File: src/shared/apm_params.svh
// Offsets, bit positions, reset values and timing figures of the audio power control.
`ifndef APM_PARAMS_SVH
`define APM_PARAMS_SVH

// ****************************************
// Register location
// ****************************************
`define APM_CTRL_PAGE     2'h2
`define APM_CTRL_ADDR     6'h05
`define APM_CTRL_RESET    16'hffc0
`define APM_CTRL_WMASK    16'hff7b

// ****************************************
// Field positions
// ****************************************
`define APM_BIT_MASTER    15
`define APM_BIT_REF_AUTO  14
`define APM_BIT_BYPASS    13
`define APM_BIT_HP_AMP    12
`define APM_BIT_MONO      11
`define APM_BIT_DAC       10
`define APM_BIT_ADC_L     9
`define APM_BIT_ADC_R     8
`define APM_BIT_SEQ_DONE  7
`define APM_BIT_MIC_BIAS  6
`define APM_BIT_OSC       5
`define APM_BIT_CLK_BUF   4
`define APM_BIT_SYNC_MON  3
`define APM_BIT_LOST_SYNC 2
`define APM_BIT_EFFECTS   1
`define APM_BIT_DEEMPH    0

// ****************************************
// Timing
// ****************************************
`define APM_CLK_MHZ       20
`define APM_VCM_START_US  500
`define APM_SETTLE_US     10

`endif

File: src/shared/apm_pkg.sv
// Types shared by the audio power control design.
package apm_pkg;

	typedef logic [15:0] apm_word_t;

	// ****************************************
	// Register request from the serial control port
	// ****************************************
	typedef struct packed {
		logic      wr;
		logic      rd;
		logic [1:0] page;
		logic [5:0] addr;
		apm_word_t wdata;
	} apm_req_s;

	// ****************************************
	// Power enables, high means powered or on
	// ****************************************
	typedef struct packed {
		logic common_mode_reference;
		logic bypass_path;
		logic headphone_amp;
		logic mono_driver;
		logic stereo_dac;
		logic left_adc;
		logic right_adc;
		logic line_inputs;
		logic mic_preamp;
		logic left_mux;
		logic right_mux;
		logic left_volume;
		logic right_volume;
		logic mic_bias;
		logic osc_on;
		logic osc_clock_buffer_on;
		logic sync_monitor_on;
		logic effects_filter_on;
		logic deemphasis_on;
	} apm_pwr_s;

	// ****************************************
	// Module state
	// ****************************************
	typedef struct packed {
		apm_word_t ctrl;
		logic      audio_bus_lost_sync;
		logic      ref_hold;
		apm_pwr_s  pwr;
		apm_word_t rd_data;
		logic      rd_valid;
	} apm_state_s;

	typedef struct packed {
		apm_word_t count;
	} apm_timer_s;

	typedef struct packed {
		logic [1:0] stage;
	} apm_rst_s;

endpackage : apm_pkg

File: src/hdl/apm_rst_sync.sv
// Reset release synchroniser for the audio power control.
`timescale 1ns/10ps

module apm_rst_sync (
	input  wire logic clk_sys,
	input  wire logic reset_n,
	output logic      rst_n_sync
);

	apm_pkg::apm_rst_s st;
	apm_pkg::apm_rst_s nx;

	// Not gated by the clock enable, so reset always releases.
	always_comb begin
		nx = st;
		nx.stage = {st.stage[0], 1'b1};
	end

	always_ff @(posedge clk_sys or negedge reset_n) begin
		if (!reset_n) begin
			st <= '0;
		end else begin
			st <= nx;
		end
	end

	assign rst_n_sync = st.stage[1];

endmodule : apm_rst_sync

File: src/hdl/apm_seq_timer.sv
// Power sequencing settle timer.
`timescale 1ns/10ps

module apm_seq_timer (
	input  wire logic              clk_sys,
	input  wire logic              rst_n,
	input  wire logic              ce,
	input  wire logic              load,
	input  apm_pkg::apm_word_t     load_val,
	output logic                   busy
);

	apm_pkg::apm_timer_s st;
	apm_pkg::apm_timer_s nx;

	// A new request never shortens a wait already running, so a slow
	// reference start is not cut short by a later quick change.
	always_comb begin
		nx = st;
		if (ce) begin
			if (load) begin
				nx.count = (load_val > st.count) ? load_val : st.count;
			end else if (st.count != 16'h0000) begin
				nx.count = 16'(st.count - 16'h0001);
			end
		end
	end

	always_ff @(posedge clk_sys or negedge rst_n) begin
		if (!rst_n) begin
			st <= '0;
		end else begin
			st <= nx;
		end
	end

	assign busy = (st.count != 16'h0000);
endmodule : apm_seq_timer

File: src/hdl/apm_power_ctrl.sv
// Audio power and miscellaneous control register with power sequencing.
`timescale 1ns/10ps
`include "apm_params.svh"

// How it works
// - Master off powers down every audio section.
// - Master bit never alters other stored bits.
// - Bits 15 and 13 to 8: one off, zero on.
// - Auto mode: reference follows ADC, DAC, bypass.
// - Hold mode: reference stays on once started, until master off.
// - Bit 13 controls the bypass path.
// - Bit 12 controls the headphone amplifier.
// - Mono on powers inputs, preamp, left chain.
// - Bit 10 controls the whole stereo DAC.
// - Left ADC on powers inputs and left chain.
// - Right ADC on powers inputs, right chain.
// - Audio power bits reset to one.
// - Bit 7 reads one when sequencing finished.
// - Bit 6 zero turns microphone bias on.
// - Bit 5 one turns the oscillator on.
// - Bit 4 one enables oscillator clock buffer.
// - Bit 3 zero enables the sync monitor.
// - Sticky lost-sync flag clears on read unless a loss comes in that cycle.
// - Bit 1 one enables the effects filter.
// - Bit 0 one enables de-emphasis.
module apm_power_ctrl #(
	parameter int VCM_START_CYCLES = `APM_VCM_START_US * `APM_CLK_MHZ,
	parameter int SETTLE_CYCLES    = `APM_SETTLE_US * `APM_CLK_MHZ
) (
	input  wire logic          clk_sys,
	input  wire logic          reset_n,
	input  wire logic          ce,
	input  apm_pkg::apm_req_s  reg_req,
	output apm_pkg::apm_word_t reg_rdata,
	output logic               reg_rvalid,
	input  wire logic          sync_loss_evt,
	output apm_pkg::apm_pwr_s  pwr_en,
	output logic               power_seq_done
);

	// ****************************************
	// Elaboration checks
	// ****************************************
	if (VCM_START_CYCLES < 1 || VCM_START_CYCLES > 65535) begin : g_bad_vcm
		$error("VCM_START_CYCLES must lie in 1 to 65535.");
	end
	if (SETTLE_CYCLES < 1 || SETTLE_CYCLES > 65535) begin : g_bad_settle
		$error("SETTLE_CYCLES must lie in 1 to 65535.");
	end

	localparam apm_pkg::apm_word_t VCM_LOAD    = apm_pkg::apm_word_t'(VCM_START_CYCLES);
	localparam apm_pkg::apm_word_t SETTLE_LOAD = apm_pkg::apm_word_t'(SETTLE_CYCLES);
	localparam apm_pkg::apm_word_t CTRL_INIT   = `APM_CTRL_RESET & `APM_CTRL_WMASK;

	logic                  rst_n_sync;
	apm_pkg::apm_state_s   st;
	apm_pkg::apm_state_s   nx;
	logic                  hit;
	logic                  wr_hit;
	logic                  rd_hit;
	logic                  evt_gated;
	logic                  audio_on;
	logic                  need_ref;
	logic                  timer_load;
	apm_pkg::apm_word_t    timer_val;
	logic                  timer_busy;
	apm_pkg::apm_word_t    status_word;

	// ****************************************
	// Reset release and settle timer
	// ****************************************
	apm_rst_sync u_rst (
		.clk_sys    (clk_sys),
		.reset_n    (reset_n),
		.rst_n_sync (rst_n_sync)
	);

	apm_seq_timer u_timer (
		.clk_sys  (clk_sys),
		.rst_n    (rst_n_sync),
		.ce       (ce),
		.load     (timer_load),
		.load_val (timer_val),
		.busy     (timer_busy)
	);

	// ****************************************
	// Register decode
	// ****************************************
	assign hit    = (reg_req.page == `APM_CTRL_PAGE) && (reg_req.addr == `APM_CTRL_ADDR);
	assign wr_hit = reg_req.wr && hit;
	assign rd_hit = reg_req.rd && hit;

	// The monitor only reports while it is enabled.
	assign evt_gated = sync_loss_evt && !st.ctrl[`APM_BIT_SYNC_MON];

	assign status_word = {st.ctrl[15:8], !timer_busy, st.ctrl[6:3],
		st.audio_bus_lost_sync, st.ctrl[1:0]};

	// ****************************************
	// Next state
	// ****************************************
	always_comb begin
		nx         = st;
		audio_on   = !st.ctrl[`APM_BIT_MASTER];
		need_ref   = 1'b0;
		timer_load = 1'b0;
		timer_val  = SETTLE_LOAD;
		if (ce) begin
			if (wr_hit) begin
				// Status positions are dropped, so stored copies stay zero.
				nx.ctrl = reg_req.wdata & `APM_CTRL_WMASK;
			end
			// A loss seen in the cycle of the read survives the clear.
			if (evt_gated) begin
				nx.audio_bus_lost_sync = 1'b1;
			end else if (rd_hit) begin
				nx.audio_bus_lost_sync = 1'b0;
			end
			nx.rd_valid = reg_req.rd;
			nx.rd_data  = rd_hit ? status_word : 16'h0000;

			// Master off overrides each section but leaves its bit alone.
			nx.pwr.bypass_path   = audio_on && !st.ctrl[`APM_BIT_BYPASS];
			nx.pwr.headphone_amp = audio_on && !st.ctrl[`APM_BIT_HP_AMP];
			nx.pwr.mono_driver   = audio_on && !st.ctrl[`APM_BIT_MONO];
			nx.pwr.stereo_dac    = audio_on && !st.ctrl[`APM_BIT_DAC];
			nx.pwr.left_adc      = audio_on && !st.ctrl[`APM_BIT_ADC_L];
			nx.pwr.right_adc     = audio_on && !st.ctrl[`APM_BIT_ADC_R];
			nx.pwr.mic_bias      = audio_on && !st.ctrl[`APM_BIT_MIC_BIAS];

			nx.pwr.line_inputs  = nx.pwr.mono_driver || nx.pwr.left_adc || nx.pwr.right_adc;
			nx.pwr.mic_preamp   = nx.pwr.line_inputs;
			nx.pwr.left_mux     = nx.pwr.mono_driver || nx.pwr.left_adc;
			nx.pwr.left_volume  = nx.pwr.left_mux;
			nx.pwr.right_mux    = nx.pwr.right_adc;
			nx.pwr.right_volume = nx.pwr.right_adc;

			need_ref = nx.pwr.bypass_path || nx.pwr.stereo_dac || nx.pwr.left_adc || nx.pwr.right_adc;
			// Holding the reference avoids its slow start on the next use.
			// A reference already running when hold mode starts is kept as well.
			nx.ref_hold = audio_on && !st.ctrl[`APM_BIT_REF_AUTO]
				&& (st.ref_hold || need_ref || st.pwr.common_mode_reference);
			nx.pwr.common_mode_reference = need_ref || nx.ref_hold;

			// Clock and processing controls are not audio sections.
			nx.pwr.osc_on              = st.ctrl[`APM_BIT_OSC];
			nx.pwr.osc_clock_buffer_on = st.ctrl[`APM_BIT_CLK_BUF];
			nx.pwr.sync_monitor_on     = !st.ctrl[`APM_BIT_SYNC_MON];
			nx.pwr.effects_filter_on   = st.ctrl[`APM_BIT_EFFECTS];
			nx.pwr.deemphasis_on       = st.ctrl[`APM_BIT_DEEMPH];

			timer_load = (nx.pwr != st.pwr);
			if (nx.pwr.common_mode_reference && !st.pwr.common_mode_reference) begin
				timer_val = VCM_LOAD;
			end
			// A change about to load the timer already reads as unfinished.
			nx.rd_data[`APM_BIT_SEQ_DONE] = rd_hit && !timer_busy && !timer_load;
		end
	end

	always_ff @(posedge clk_sys or negedge rst_n_sync) begin
		if (!rst_n_sync) begin
			st                     <= '0;
			st.ctrl                <= CTRL_INIT;
			st.pwr.sync_monitor_on <= 1'b1;
		end else begin
			st <= nx;
		end
	end

	assign reg_rdata      = st.rd_data;
	assign reg_rvalid     = st.rd_valid;
	assign pwr_en         = st.pwr;
	assign power_seq_done = !timer_busy;
endmodule : apm_power_ctrl

File: config.mk
export PLATFORM = sky130hd
export DESIGN_NAME = apm_power_ctrl
export DESIGN_NICKNAME = d
export VERILOG_FILES = /design/src/shared/apm_pkg.sv /design/src/hdl/apm_rst_sync.sv /design/src/hdl/apm_seq_timer.sv /design/src/hdl/apm_power_ctrl.sv
export VERILOG_INCLUDE_DIRS = /design/src /design/src/shared
export SDC_FILE = /design/constraint.sdc
export NUM_CORES = 1
export LEC_CHECK = 0
export BUFFER_PORTS_ARGS = -buffer_cell sky130_fd_sc_hd__buf_2
export CORE_AREA = 2 2 94 96
export DETAILED_ROUTE_END_ITERATION = 7
export DIE_AREA = 0 0 96 98
export PLACE_DENSITY = 0.83
export SLEW_MARGIN = 20
export SYNTH_ARGS = -nofsm -noshare
export SYNTH_HDL_FRONTEND = slang
export SYNTH_HIERARCHICAL = 1
export SYNTH_SLANG_ARGS = --single-unit
File: constraint.sdc
create_clock -name clk_sys -period 2.06 [get_ports clk_sys]
set_input_delay 0.412 -clock clk_sys [delete_from_list [all_inputs] [get_ports clk_sys]]
set_output_delay 0.412 -clock clk_sys [all_outputs]
set_load 0.02 [all_outputs]
==> flow_metrics.py <==
metrics = {
    "run": {
        "drv_cap": 0,
    },
    "layout": {
        "n_antenna_cell": 0,
        "multi_input_area_um2": 2110,
        "drive_above_1_share": 0.453,
        "register_area_um2": 1670,
        "fillers": 609,
        "layout.cells.non_filler": 655,
        "area_growth_pct": 38.2,
        "nNetsFinal": 591,
    },
    "yosys": {
        "yosysSeqAreaShare": 0.417,
        "synthFlopType": "dfrtp_1",
        "ys_top_cells_by_count": "dfrtp_1 (56), buf_4 (39), inv_1 (21), ha_1 (19), nand2_1 (19)",
        "yosys-top-cells-area": "dfrtp_1 (35%), buf_4 (7.3%), dfstp_2 (6.6%)",
        "yosysTopAreaCell": "dfrtp_1",
        "netlist.area_leader.share": 0.351,
        "synth_cell_types": 67,
        "synth.avg_cell_area_um2": 10.1,
        "postSynth.asyncResetShare": 1.00,
        "synth-seq-cells": 66,
        "syn_area_um2": 3990,
        "syn_inst": 396,
        "synth_edf_count": 0,
        "yosysWarnings": 6,
        "synth.most_common_cell": "dfrtp_1",
    },
    "floorplan": {
        "start_util": 0.472,
        "row_count": 34,
        "io_pins": 67,
        "die_w_um": 96,
        "die_area_um2": 9410,
        "coreArea_um2": 8470,
        "die_h_um": 98,
    },
    "cts": {
        "cts_buffers": 9,
        "cts_tree": "yes",
        "cts-root-buf": "clkbuf_8",
        "clock_path_buffers": 2,
        "path_clk_slew_ns": 0.09,
        "clock_sinks": 66,
        "htree_levels": 3,
        "clk_latency_ns": 0.37,
    },
    "pwr": {
        "power.leakage_nw": 2.65,
        "total_power_mw": 4.69,
        "peakVddDrop_uv": 553,
        "power_density_nw_per_um2": 849,
    },
    "worst_setup_path": {
        "cpPeakStageDelay_ns": 0.55,
        "crit_family": "simple AND/OR/NAND/NOR gates",
        "critical_path_class": "reg2reg",
        "cp.arrival_ns": 3.51,
        "start_kind": "flip-flop",
        "slowest_stage": "or4b_1",
        "crit_chain": "a41oi_2 > nand2b_4 > ha_4 > and2_4 > ha_1 > nand4_1 > nor3_1 > or4b_1 > o31a_1 > buf_6 > buf_8 > a31oi_2 > o211ai_1",
        "crit_required_ns": 2.31,
        "setup.worst_path.end_class": "flip-flop",
        "cp_max_fo": 7,
        "path_buf_inv": 2,
    },
    "sta": {
        "finClkSkew_ns": 0.0167,
        "slew_viol_final": 0,
        "hold_viol": 0,
        "fmax_mhz": 307,
        "layout_min_cycle_time_ns": 3.26,
        "setup_violations": 18,
        "rsz0062_at_grt": "true",
        "worst_slack_ns": -1.20,
        "fin_crit_sh": 1.58,
    },
    "detailed_routing": {
        "drc": 0,
        "first_iter_violations": 237,
        "dr.pass1.iters": 5,
        "route.met3.wl_um": 711,
        "wl_per_cell_um": 17.9,
        "via_per_inst": 5.73,
        "wl_met1_um": 4470,
        "wirelength_um": 11700,
        "dr_wl_met2_um": 6140,
        "vias": 3750,
        "ant_nets": 0,
        "top_layer_used": "met4",
    },
    "global_routing": {
        "grt-ovfl-total": 0,
        "antenna_found_initial": 0,
        "grt_max_degree": 65,
        "grt_pass1_vias": 3718,
        "grt_use_total": 0.248,
        "grt_pass1_wl_um": 18000,
    },
    "placed_design": {
        "routabilityCongestion": 0.957,
        "dp.cells": 612,
        "port_buffers": 64,
        "hpwl_um": 7300,
    },
    "outcome": {
        "violations": "negative setup slack",
        "outcome": "finished with violations",
    },
    "min_path": {
        "min_path_type": "reg2async",
    },
}
==> metrics by stage <==
step	setup slack (ns)	hold slack (ns)	util	cell area (um2)	TNS, ns
floorplan	-1.03	0.116	-	4110	-15.72
global placement	-1.08	0.198	0.570	4820	-16.03
detailed placement	-1.20	0.202	0.570	4820	-18.44
CTS	-1.11	0.265	0.632	5350	-17.79
global route	-1.35	0.274	0.652	5520	-21.92
finish	-1.20	0.268	0.652	5520	-19.24
==> kinds of logic after synthesis <==
group / share of synthesized area
fa+ha+maj: 0.0595
buf+inv: 0.121
mux: 0.0617
xor+xnor: 0.0176
flops: 0.417
simple gates: 0.135
compound gates: 0.187
other cells: 0.00188
==> worst paths after layout <==
check	startpoint	endpoint	slack, ns	cells past startpoint
min in group clk_sys	reg_req[12]	st[50]	0.27	2
worst max register to register	st[46]	u_timer/st[8]	-1.20	13
worst max-delay path	st[46]	u_timer/st[8]	-1.20	13
worst min-delay path	u_rst/st[1]	u_timer/st[2]	0.27	1
max in group asynchronous	u_rst/st[1]	pwr_en[2]	1.47	1
worst min register to register	u_rst/st[1]	u_timer/st[2]	0.27	1
==> report_power, final <==
part	switching, mW	internal [mW]	total, mW
registers	0.120	1.44	1.56
logic	0.852	0.783	1.64
clock network	0.558	0.934	1.49
total	1.53	3.16	4.69
==> placed cells by master (no fill, tap or decap), drive strengths merged, types with 7 or more instances in the layout <==
master   netlist  final
buf           48    175
dfrtp         56     56
inv           23     24
nand2         20     21
mux2          21     21
ha            19     19
conb           2     17
a21oi         16     16
nor2          16     16
a22o          15     15
nand3         12     12
nand4         11     11
dfstp         10     10
clkbuf         9     10
o21ai         10     10
nor3           9      9
o2bb2ai        9      9
o211ai         8      8
o31ai          8      8
nor4           7      7
==> state kept, by name, summed over array words and instances, names as in the netlist <==
| register | cells |
|---|---|
| pwr_en | 15 |
| reg_rdata | 16 |
| reg_rvalid | 1 |
| st | 16 |
| u_rst/st | 2 |
| u_timer/st | 16 |
==> layout make-up <==
cell class,count,share of cell area
Multi-Input combinational cell,266,0.382
Sequential cell,66,0.302
Timing Repair Buffer,176,0.227
Clock inverter,6,0.0249
Tap cell,108,0.0245
Clock buffer,10,0.0231
Inverter,23,0.0161
==> repair_timing <==
action	CTS	global route
resized for setup	25	25
hold endpoints to repair	2	0
pin swaps	15	13
setup endpoints to repair	18	18
hold buffers	1	0
setup buffers	21	6
gates cloned	1	1
==> routing by layer <==
| metal | track usage | vias up |
|---|---|---|
| met5 | 0 | - |
| met4 | 0.116 | 0 |
| met3 | 0.0494 | 42 |
| met2 | 0.419 | 187 |
| met1 | 0.298 | 1823 |
| li1 | - | 1698 |
Note: power is estimated with default switching activity, not from simulation.
